### src/hw/uoc_pkg.sv
// Constants and types for the OUT endpoint configuration block
// How it works
// - Config bits mean control/interrupt/bulk behaviour only while the isochronous bit is clear.
// - The toggle bit flips after a good data-stage packet whose data PID matches the toggle.
// - With double buffering on, received packets alternate between the X and Y buffers.
// - With double buffering off, packets go only to the X buffer.
// - The endpoint interrupt is raised only while the interrupt-enable bit is set.
// - Too much data in a control write makes the buffer manager set the stall bit.
// - A stored packet sets its buffer's no-ack flag, and OUT data for that buffer is NAKed until software clears it.
package uoc_pkg;
    localparam int unsigned ADDR_W = 2;
    localparam logic [1:0] OFS_CFG = 2'h0;
    localparam logic [1:0] OFS_NAK = 2'h1;
    localparam logic [1:0] OFS_IST = 2'h2;
    localparam logic [1:0] OFS_IMSK = 2'h3;
    localparam int BIT_EN = 7;
    localparam int BIT_ISO = 6;
    localparam int BIT_TOG = 5;
    localparam int BIT_DOUBLE_BUFFER_SELECT = 4;
    localparam int BIT_STALL = 3;
    localparam int BIT_IE = 2;
    localparam int NAK_X = 0;
    localparam int NAK_Y = 1;
    localparam int IST_RX = 0;
    localparam int IST_STALL = 1;
    localparam logic [7:0] CFG_RST = 8'h00;
    localparam logic [1:0] NAK_RST = 2'h0;
    localparam logic [1:0] IRQ_RST = 2'h0;
    typedef enum logic [1:0] {RESP_NONE, RESP_ACK, RESP_NAK, RESP_STALL} uoc_resp_t;
endpackage

### src/hw/uoc_if.sv
// Signals between the register file and the transaction handler
`timescale 1ns/100ps
interface uoc_if;
    logic en;
    logic iso;
    logic tog;
    logic double_buffer_select;
    logic stall;
    logic [1:0] nak;
    logic flip;
    logic set_nak_x;
    logic set_nak_y;
    logic set_stall;
    modport regs (output en, iso, tog, double_buffer_select, stall, nak,
                  input flip, set_nak_x, set_nak_y, set_stall);
    modport ctl (input en, iso, tog, double_buffer_select, stall, nak,
                 output flip, set_nak_x, set_nak_y, set_stall);
endinterface

### src/hw/uoc_ctl.sv
// Per-transaction handshake and buffer decisions for the OUT endpoint
`timescale 1ns/100ps
module uoc_ctl (
    // Clock and reset
    input wire logic mclk_i,
    input wire logic rst_b_i,
    // Transaction events from the packet engine
    input wire logic txn_i,
    input wire logic setup_i,
    input wire logic pkt_ok_i,
    input wire logic data_pid_i,
    input wire logic over_i,
    // Answers
    output logic resp_vld_o,
    output uoc_pkg::uoc_resp_t resp_o,
    output logic store_o,
    output logic store_y_o,
    uoc_if.ctl cf
);
    typedef struct packed {
        uoc_pkg::uoc_resp_t resp;
        logic resp_vld;
        logic buf_y;
        logic store;
        logic store_y;
        logic flip;
        logic set_nak_x;
        logic set_nak_y;
        logic set_stall;
    } uoc_ctl_t;

    uoc_ctl_t s_r;
    uoc_ctl_t s_nxt;
    logic cur_nak;

    always_comb begin
        s_nxt = s_r;
        s_nxt.resp_vld = 1'b0;
        s_nxt.store = 1'b0;
        s_nxt.store_y = 1'b0;
        s_nxt.flip = 1'b0;
        s_nxt.set_nak_x = 1'b0;
        s_nxt.set_nak_y = 1'b0;
        s_nxt.set_stall = 1'b0;
        // Pointer may still show Y for one cycle after double buffering is switched off
        cur_nak = (s_r.buf_y && cf.double_buffer_select) ? cf.nak[uoc_pkg::NAK_Y] : cf.nak[uoc_pkg::NAK_X];
        if (!cf.double_buffer_select) begin
            s_nxt.buf_y = 1'b0;
        end
        // Isochronous traffic is handled elsewhere; nothing here answers it
        if (txn_i && cf.en && !cf.iso && pkt_ok_i) begin
            s_nxt.resp_vld = 1'b1;
            if (cf.stall && !setup_i) begin
                s_nxt.resp = uoc_pkg::RESP_STALL;
            end else if (cur_nak && !setup_i) begin
                s_nxt.resp = uoc_pkg::RESP_NAK;
            end else if (!setup_i && data_pid_i != cf.tog) begin
                // Retried packet: acknowledge but drop, host missed our ACK
                s_nxt.resp = uoc_pkg::RESP_ACK;
            end else begin
                s_nxt.resp = uoc_pkg::RESP_ACK;
                s_nxt.store = 1'b1;
                s_nxt.store_y = s_r.buf_y && cf.double_buffer_select;
                s_nxt.set_nak_x = !(s_r.buf_y && cf.double_buffer_select);
                s_nxt.set_nak_y = s_r.buf_y && cf.double_buffer_select;
                s_nxt.flip = !setup_i;
                s_nxt.buf_y = cf.double_buffer_select && !s_r.buf_y;
            end
        end
        if (over_i && cf.en && !cf.iso) begin
            s_nxt.set_stall = 1'b1;
        end
    end

    always_ff @(posedge mclk_i or negedge rst_b_i) begin
        if (!rst_b_i) begin
            s_r <= '0;
        end else begin
            s_r <= s_nxt;
        end
    end

    assign resp_vld_o = s_r.resp_vld;
    assign resp_o = s_r.resp;
    assign store_o = s_r.store;
    assign store_y_o = s_r.store_y;
    assign cf.flip = s_r.flip;
    assign cf.set_nak_x = s_r.set_nak_x;
    assign cf.set_nak_y = s_r.set_nak_y;
    assign cf.set_stall = s_r.set_stall;
endmodule

### src/hw/uoc_top.sv
// OUT endpoint configuration byte with no-ack flags and interrupt logic
//
// Strobed register access and the address map were decided locally.
`timescale 1ns/100ps
module uoc_top (
    // Clock and reset
    input wire logic mclk_i,
    input wire logic rst_b_i,
    // Register port
    input wire logic [uoc_pkg::ADDR_W-1:0] addr_i,
    input wire logic [7:0] wdata_i,
    input wire logic wr_i,
    input wire logic rd_i,
    output logic [7:0] rdata_o,
    // Packet engine events
    input wire logic txn_i,
    input wire logic setup_i,
    input wire logic pkt_ok_i,
    input wire logic data_pid_i,
    input wire logic over_i,
    // Handshake, buffer and interrupt outputs
    output logic resp_vld_o,
    output uoc_pkg::uoc_resp_t resp_o,
    output logic store_o,
    output logic store_y_o,
    output logic irq_o
);
    typedef struct packed {
        logic [7:0] cfg;
        logic [1:0] nak;
        logic [1:0] ist;
        logic [1:0] imsk;
        logic [7:0] rdata;
        logic irq;
    } uoc_regs_t;

    uoc_regs_t s_r;
    uoc_regs_t s_nxt;
    uoc_if cf ();

    uoc_ctl u_ctl (
        .mclk_i(mclk_i),
        .rst_b_i(rst_b_i),
        .txn_i(txn_i),
        .setup_i(setup_i),
        .pkt_ok_i(pkt_ok_i),
        .data_pid_i(data_pid_i),
        .over_i(over_i),
        .resp_vld_o(resp_vld_o),
        .resp_o(resp_o),
        .store_o(store_o),
        .store_y_o(store_y_o),
        .cf(cf.ctl)
    );

    assign cf.en = s_r.cfg[uoc_pkg::BIT_EN];
    assign cf.iso = s_r.cfg[uoc_pkg::BIT_ISO];
    assign cf.tog = s_r.cfg[uoc_pkg::BIT_TOG];
    assign cf.double_buffer_select = s_r.cfg[uoc_pkg::BIT_DOUBLE_BUFFER_SELECT];
    assign cf.stall = s_r.cfg[uoc_pkg::BIT_STALL];
    assign cf.nak = s_r.nak;

    always_comb begin
        s_nxt = s_r;
        s_nxt.rdata = 8'h00;
        if (wr_i) begin
            unique case (addr_i)
                uoc_pkg::OFS_CFG: s_nxt.cfg = wdata_i;
                uoc_pkg::OFS_NAK: s_nxt.nak = wdata_i[1:0];
                uoc_pkg::OFS_IST: s_nxt.ist = s_r.ist & ~wdata_i[1:0];
                uoc_pkg::OFS_IMSK: s_nxt.imsk = wdata_i[1:0];
            endcase
        end
        // Hardware updates come after software so a same-cycle set wins
        if (cf.flip) begin
            s_nxt.cfg[uoc_pkg::BIT_TOG] = !s_nxt.cfg[uoc_pkg::BIT_TOG];
        end
        if (cf.set_stall) begin
            s_nxt.cfg[uoc_pkg::BIT_STALL] = 1'b1;
            s_nxt.ist[uoc_pkg::IST_STALL] = 1'b1;
        end
        if (cf.set_nak_x) begin
            s_nxt.nak[uoc_pkg::NAK_X] = 1'b1;
        end
        if (cf.set_nak_y) begin
            s_nxt.nak[uoc_pkg::NAK_Y] = 1'b1;
        end
        if (store_o) begin
            s_nxt.ist[uoc_pkg::IST_RX] = 1'b1;
        end
        s_nxt.irq = s_nxt.cfg[uoc_pkg::BIT_IE] && |(s_nxt.ist & s_nxt.imsk);
        if (rd_i) begin
            unique case (addr_i)
                uoc_pkg::OFS_CFG: s_nxt.rdata = s_r.cfg;
                uoc_pkg::OFS_NAK: s_nxt.rdata = {6'h00, s_r.nak};
                uoc_pkg::OFS_IST: s_nxt.rdata = {6'h00, s_r.ist};
                uoc_pkg::OFS_IMSK: s_nxt.rdata = {6'h00, s_r.imsk};
            endcase
        end
    end

    always_ff @(posedge mclk_i or negedge rst_b_i) begin
        if (!rst_b_i) begin
            s_r.cfg <= uoc_pkg::CFG_RST;
            s_r.nak <= uoc_pkg::NAK_RST;
            s_r.ist <= uoc_pkg::IRQ_RST;
            s_r.imsk <= uoc_pkg::IRQ_RST;
            s_r.rdata <= 8'h00;
            s_r.irq <= 1'b0;
        end else begin
            s_r <= s_nxt;
        end
    end

    assign rdata_o = s_r.rdata;
    assign irq_o = s_r.irq;
endmodule

### config.mk
export PLATFORM = sky130hd
export DESIGN_NAME = uoc_top
export DESIGN_NICKNAME = d
export VERILOG_FILES = /design/src/hw/uoc_pkg.sv /design/src/hw/uoc_if.sv /design/src/hw/uoc_ctl.sv /design/src/hw/uoc_top.sv
export SDC_FILE = /design/constraint.sdc
export NUM_CORES = 1
export LEC_CHECK = 0
export BUFFER_PORTS_ARGS = -buffer_cell sky130_fd_sc_hd__buf_2
export CAP_MARGIN = 20
export CORE_ASPECT_RATIO = 0.7
export CORE_UTILIZATION = 52
export CTS_CLUSTER_DIAMETER = 50
export DETAILED_ROUTE_END_ITERATION = 8
export GPL_TIMING_DRIVEN = 0
export PLACE_DENSITY = 0.82
export SYNTH_ARGS = -nofsm -noshare
export SYNTH_HDL_FRONTEND = slang
export SYNTH_HIERARCHICAL = 1
export SYNTH_SLANG_ARGS = --single-unit
### constraint.sdc
create_clock -name mclk_i -period 1.8 [get_ports mclk_i]
set_input_delay 0.18 -clock mclk_i [delete_from_list [all_inputs] [get_ports mclk_i]]
set_output_delay 0.18 -clock mclk_i [all_outputs]
set_load 0.05 [all_outputs]
==> results of run 1 <==
[cell usage after synthesis (all sizes together)]
library cell | count | area, um2
nor3 | 1 | 5.00
a21o | 2 | 15.0
inv | 2 | 7.50
xnor2 | 2 | 17.5
and2 | 9 | 56.3
mux4 | 2 | 52.6
o21ai | 1 | 5.00
nand4b | 2 | 17.5
nand3 | 2 | 10.0
nor4b | 1 | 8.76
or2b | 1 | 8.76
mux2 | 9 | 105
or3 | 1 | 11.3
a211o | 3 | 27.5
a311oi | 1 | 8.76
buf | 13 | 105
nor2 | 4 | 15.0
mux2i | 3 | 30.0
a211oi | 1 | 7.51
nor3b | 2 | 26.3
nand2 | 5 | 18.8
a21boi | 1 | 11.3
dfrtp | 32 | 801
nor2b | 4 | 25.0
a21oi | 1 | 5.00
[worst min path at each step]
stage	startpoint	cells after the start	end
6_report	over_i	2	u_ctl/cf.set_stall
5_1_grt	wdata_i[3]	2	cf.stall
4_1_cts	over_i	2	u_ctl/cf.set_stall
3_5_place_dp	rst_b_i	1	rdata_o[7]
3_3_place_gp	rst_b_i	1	rdata_o[7]
2_1_floorplan	rst_b_i	0	cf.double_buffer_select
[layer usage]
| layer | up-vias | share of wire (%) |
|---|---|---|
| met2 | 29 | 50 |
| met5 | - | 0 |
| met4 | 0 | 2.0 |
| li1 | 424 | - |
| met1 | 447 | 43 |
| met3 | 4 | 5.3 |
[what timing repair did]
| action | in CTS | in global routing |
|---|---|---|
| hold buffers | 1 | 0 |
| setup endpoints to repair | 0 | 0 |
| hold endpoints to repair | 32 | 0 |
[cells in the final DEF, fill, tap and decap left out, types with 3 or more instances in the layout]
master,count
and2_1,9
buf_2,30
buf_4,11
clkbuf_8,7
dfrtp_1,32
mux2_2,7
mux2i_1,3
nand2_1,5
nor2_1,4
nor2b_1,4
[critical path: cells and delay by family, from the launching register on]
kind | cells | cell delay [ns]
buffers and inverters | 1 | 0.07
DFF | 1 | 0.39
muxes | 1 | 0.17
and+or+nand+nor | 3 | 0.89
[metrics by stage]
| stage | total power [mW] | hold WS, ns | cells | setup WS [ns] | util [%] |
|---|---|---|---|---|---|
| after global routing | 2.29 | 0.118 | 178 | 0.0898 | 68.8 |
| after floorplan | 1.32 | -0.116 | 105 | 0.414 | - |
| after detailed placement | 1.46 | 0.260 | 169 | 0.215 | 63.4 |
| after global placement | 1.43 | 0.251 | 169 | 0.230 | 63.4 |
| final | 2.19 | 0.106 | 178 | 0.193 | 68.8 |
| after CTS | 2.21 | 0.101 | 178 | 0.187 | 68.8 |
[report_power, final]
part / total [mW] / internal, mW / switching, mW
Clock: 0.738 / 0.488 / 0.250
Combinational: 0.528 / 0.228 / 0.300
Sequential: 0.920 / 0.841 / 0.0791
Total: 2.19 / 1.56 / 0.628
[state kept, by name, summed over array words and instances (netlist names), 2 cells and up]
register	cells
rdata_o	8
s_r	7
cf.nak	2
u_ctl/resp_o	2
[cells by family (layout without fill, tap and decap cells)]
kind of cell,count (synthesis),in the layout
and+or+nand+nor,32,32
AOI/OAI and AO/OA,10,10
muxes,14,14
xor gates and xnor gates,2,2
buffers and inverters,15,54
DFF,32,32
[layout make-up]
| type | instances | area (um2) |
|---|---|---|
| flip-flops and latches | 32 | 801 |
| plain buffers | 13 | 105 |
| clock buffers | 7 | 96.3 |
| clock inverters | 1 | 30.0 |
| inverters | 2 | 7.51 |
| repair buffers | 31 | 160 |
| fillers | 196 | 785 |
| well taps | 34 | 42.5 |
| multi-input cells | 58 | 488 |
==> impl_results.md, run 1 <==
* Status: completed
* Fin. Hold Viols at 0
* Max-slew headroom at 55.0%
* Vias in the first global route at 936
* Post-route cell area at 1730 um2
* Clock buffer depth at 2
* Worst Skew at 0.00317 ns
* Kind of end point of the critical path: flop
* Drt drc at 0
* Resized Gates After CTS at 0
* Clock latency at the later pin of the worst-skew pair at 0.28 ns
* CP arrival at 1.81 ns
* Worst-path clk slew at 0.06 ns
* H-Tree Depth at 2
* Max incr delay on CP at 0.47 ns
* GRT Max-Usage Layer: met2
* Avg Cell Area, Syn at 13.3 um2
* Routed Wire Length at 2500 um
* Pwr dens at 1260 nW/um2
* 1st-iter DRT viols at 23
* Via/cell ratio at 5.08
* Die area at 2910 um2
* Fmax at 622 MHz
* Slew at the pin closest to its max-slew limit at 0.674 ns
* Period utilization at 89.3%
* Worst R2R End: u_ctl/s_r[6]
* Number of distinct library cells after synthesis at 31
* Area share of fa/ha/maj cells after synthesis at 0%
* Core ar. at 2510 um2
* Port bufs at 30
* Hpwl dp at 1790 um
* Critical Path RT at 2.00 ns
* Worst reg-to-reg setup slack at 0.19 ns
* DRT antenna net count at 0
* CP cell instances: nor2b_1 > nand3_1 > or3_4 > inv_2 > mux2i_1
* Tightest Hold Check Type: in -> reg
* CP max-delay cell: or3_4
* Reg2reg start: cf.iso
* CP Launch Type: flop
* Mux share of post-synthesis cell area at 13.4%
* First-pass GRT wire length at 4160 um
* Setup repair bufs after CTS at 0
* RSZ-0062 raised after global routing: no
* Syn Nets at 124
* Grt met2 use at 36.2%
* Max VDD drop at 0.879 mV
* CTS buffer count at 5
* Initial antenna violation count at 0
* Leak at 0.894 nW
* #FFs+latches synth at 32
* Grt total ovfl at 0
* GRT Total Usage at 21.0%
* Gpl congestion at 0.774
* Routed length per placed instance at 14.0 um
* Global Route met3 Usage at 8.25%
* Largest family of logic cells by synthesized area: simple AND/OR/NAND/NOR gates
* FP Rows at 15
* Via Count at 904
* Setup TNS at 0 ns
* Synthesis-to-finish area growth at 23.5%
* Crit path launch: cf.iso
* Die width at 64.0 um
* Crit Path Max Fanout at 6
* Root Buffer Master: clkbuf_8
* Pins over their slew limit at 0
* Initial core utilization at 55.7%
* Xor/xnor share of the synthesized area at 1.25%
* Clk sinks at 32
* Placed instance area at 1590 um2
* Chip Height at 45.4 um
* Mapped cell area at 1400 um2
* N_diodes at 0
* Top Ports at 33
* TritonRoute pass-1 iters at 4
* Synth Area in Compound Gates at 5.71%
* Gate Count Post-Synth at 105
* Setup crit end: u_ctl/s_r[6]
* Reg2Reg Depth at 5
* Final Setup Violations at 0
* Ratio of cells with drive above 1 in the final layout at 45.1%
* Sequential share of the synthesized area at 57.1%
* Largest net degree at the start of global routing at 33
* Final worst path period need at 1.61 ns
* Max Cap Viol at 0
* Synth warn at 6
* Final net count at 162
* Grt met1 use at 23.1%
* Synth Area in Simple Gates at 14.5%
* TritonCTS clock tree: done
* Crit Path Category: reg -> reg
Note: power is estimated with default switching activity, not from simulation.
==> inputs of run 2 (changes only) <==
--- a/config.mk
+++ b/config.mk
@@ -7,7 +7,7 @@
 export LEC_CHECK = 0
 export BUFFER_PORTS_ARGS = -buffer_cell sky130_fd_sc_hd__buf_2
 export CAP_MARGIN = 20
-export CORE_ASPECT_RATIO = 0.7
+export CORE_MARGIN = 2
 export CORE_UTILIZATION = 52
 export CTS_CLUSTER_DIAMETER = 50
 export DETAILED_ROUTE_END_ITERATION = 8
==> impl_results.md, run 2 (synthesis results as in run 1) <==
* Status: completed (unchanged)
* Max VDD drop at 1.03 mV (was 0.879 mV)
* Hpwl dp at 1650 um (was 1790 um)
* Pins over their slew limit at 0 (unchanged)
* Chip Height at 55.9 um (was 45.4 um)
* Gpl congestion at 0.788 (was 0.774)
* Clock latency at the later pin of the worst-skew pair at 0.33 ns (was 0.28 ns)
* Setup repair bufs after CTS at 0 (unchanged)
* First-pass GRT wire length at 3850 um (was 4160 um)
* TritonRoute pass-1 iters at 4 (unchanged)
* CP Launch Type: flop (unchanged)
* Routed length per placed instance at 12.9 um (was 14.0 um)
* Leak at 0.867 nW (was 0.894 nW)
* Drt drc at 0 (unchanged)
* Crit Path Category: reg -> reg (unchanged)
* Die area at 3130 um2 (was 2910 um2)
* Final net count at 162 (unchanged)
* Worst-path clk slew at 0.09 ns (was 0.06 ns)
* Slew at the pin closest to its max-slew limit at 0.679 ns (was 0.674 ns)
* Period utilization at 86.6% (was 89.3%)
* Root Buffer Master: clkbuf_4 (was clkbuf_8)
* Final worst path period need at 1.56 ns (was 1.61 ns)
* Die width at 55.9 um (was 64.0 um)
* Port bufs at 30 (unchanged)
* Via/cell ratio at 4.95 (was 5.08)
* CP arrival at 1.81 ns (about the same)
* Vias in the first global route at 864 (was 936)
* Grt met1 use at 18.9% (was 23.1%)
* DRT antenna net count at 0 (unchanged)
* RSZ-0062 raised after global routing: no (unchanged)
* Clock buffer depth at 2 (unchanged)
* Setup TNS at 0 ns (unchanged)
* Final Setup Violations at 0 (unchanged)
* Synthesis-to-finish area growth at 18.8% (was 23.5%)
* Pwr Total at 1.88 mW (was 2.19 mW)
* Grt total ovfl at 0 (unchanged)
* Kind of end point of the critical path: flop (unchanged)
* Max Cap Viol at 0 (unchanged)
* Clk sinks at 32 (unchanged)
* Largest net degree at the start of global routing at 33 (unchanged)
* Top Ports at 33 (unchanged)
* Crit Path Max Fanout at 6 (unchanged)
* Via Count at 856 (was 904)
* Core ar. at 2520 um2 (was 2510 um2)
* Max reg flops at 8 (unchanged)
* Initial core utilization at 55.6% (was 55.7%)
* Fmax at 642 MHz (was 622 MHz)
* Max incr delay on CP at 0.45 ns (was 0.47 ns)
* Worst Skew at 0.00309 ns (was 0.00317 ns)
* GRT Total Usage at 17.0% (was 21.0%)
* FP Rows at 18 (was 15)
* Global Route met3 Usage at 6.98% (was 8.25%)
* CTS buffer count at 5 (unchanged)
* Routed Wire Length at 2230 um (was 2500 um)
* Grt met2 use at 27.7% (was 36.2%)
* CP cell instances: nor2b_1 > nand3_1 > or3_4 > inv_2 > mux2i_1 (unchanged)
* GRT Max-Usage Layer: met2 (unchanged)
* Pwr dens at 1130 nW/um2 (was 1260 nW/um2)
* CP Buf/Inv Count at 1 (unchanged)
* Most frequent cells in the layout: dfrtp_1 (32), buf_2 (30), buf_4 (11), and2_1 (9), mux2_2 (7) (was dfrtp_1 (32), buf_2 (30), buf_4 (11), and2_1 (9))
* Tightest Hold Check Type: in -> reg (unchanged)
* Critical Path RT at 2.05 ns (was 2.00 ns)
* Ratio of cells with drive above 1 in the final layout at 44.8% (was 45.1%)
* Max-slew headroom at 54.7% (was 55.0%)
* TritonCTS clock tree: done (unchanged)
* H-Tree Depth at 2 (unchanged)
* Top Family by Delay on Critical Path: simple AND/OR/NAND/NOR gates (unchanged)
* Fillers at 203 (was 196)
* Fin. Hold Viols at 0 (unchanged)
* CP max-delay cell: or3_4 (unchanged)
* Commonest non-fill, non-tap cell in the layout: dfrtp_1 (unchanged)
* N_diodes at 0 (unchanged)
* 1st-iter DRT viols at 18 (was 23)
* Initial antenna violation count at 0 (unchanged)
==> run 2: cell types whose count changed in the layout (fill, tap and decap cells not counted), sizes merged <==
cell	before	now
bufinv	1	0
==> run 2: power by group <==
group	internal, mW	switching, mW
combinational	0.228	0.290
clock	0.221	0.224
sequential	0.839	0.0747
==> run 2: through the flow <==
stage / area, um2 / util [%] / hold slack [ns] / worst slack, ns / cells
2_1_floorplan: 1400 / - / -0.116 / 0.414 / 105
3_3_place_gp: 1590 / 63.0 / 0.246 / 0.288 / 165
3_5_place_dp: 1590 / 63.0 / 0.264 / 0.245 / 165
4_1_cts: 1660 / 66.0 / 0.0297 / 0.220 / 173
5_1_grt: 1660 / 66.0 / 0.0330 / 0.147 / 173
6_report: 1660 / 66.0 / 0.0438 / 0.242 / 173
==> run 2: routing by layer <==
layer | wire (um) | up-vias | share of wire [%]
met3 | 108 | 7 | 4.8
met1 | 903 | 401 | 41
met5 | 0 | - | 0
li1 | - | 428 | -
met2 | 1170 | 20 | 52
met4 | 50 | 0 | 2.2
==> run 2: area by class of cell <==
class / instances / area (um2) / share of cell area, %
repair buffers: 31 / 160 / 9.62
clock buffers: 7 / 65.1 / 3.91
well taps: 30 / 37.5 / 2.26
plain buffers: 13 / 105 / 6.32
flip-flops and latches: 32 / 801 / 48.1
inverters: 2 / 7.51 / 0.451
multi-input cells: 58 / 488 / 29.3
==> run 2: what timing repair did <==
action | 4_1_cts | 5_1_grt
hold endpoints to repair | 32 | 0
hold buffers | 1 | 0
resized for setup | 0 | 0
==> run 2: worst reg2reg max path, cell delays in order (launching register included) <==
cell     delay (ns)
dfrtp_1        0.40
nor2b_1        0.16
nand3_1        0.21
or3_4          0.45
inv_2          0.07
mux2i_1        0.18
==> run 2: path summary, 6_finish.rpt <==
| path | startpoint | end | slack, ns | depth (start not counted) |
|---|---|---|---|---|
| min in group asynchronous | rst_b_i | cf.tog | 0.41 | 2 |
| hold reg to reg | u_ctl/cf.flip | cf.tog | 0.44 | 1 |
| setup reg to reg | cf.iso | u_ctl/s_r[6] | 0.24 | 5 |
| setup / recovery | cf.iso | u_ctl/s_r[6] | 0.24 | 5 |
| hold / removal | setup_i | u_ctl/cf.flip | 0.04 | 2 |
| max in group asynchronous | rst_b_i | s_r[11] | 0.95 | 2 |
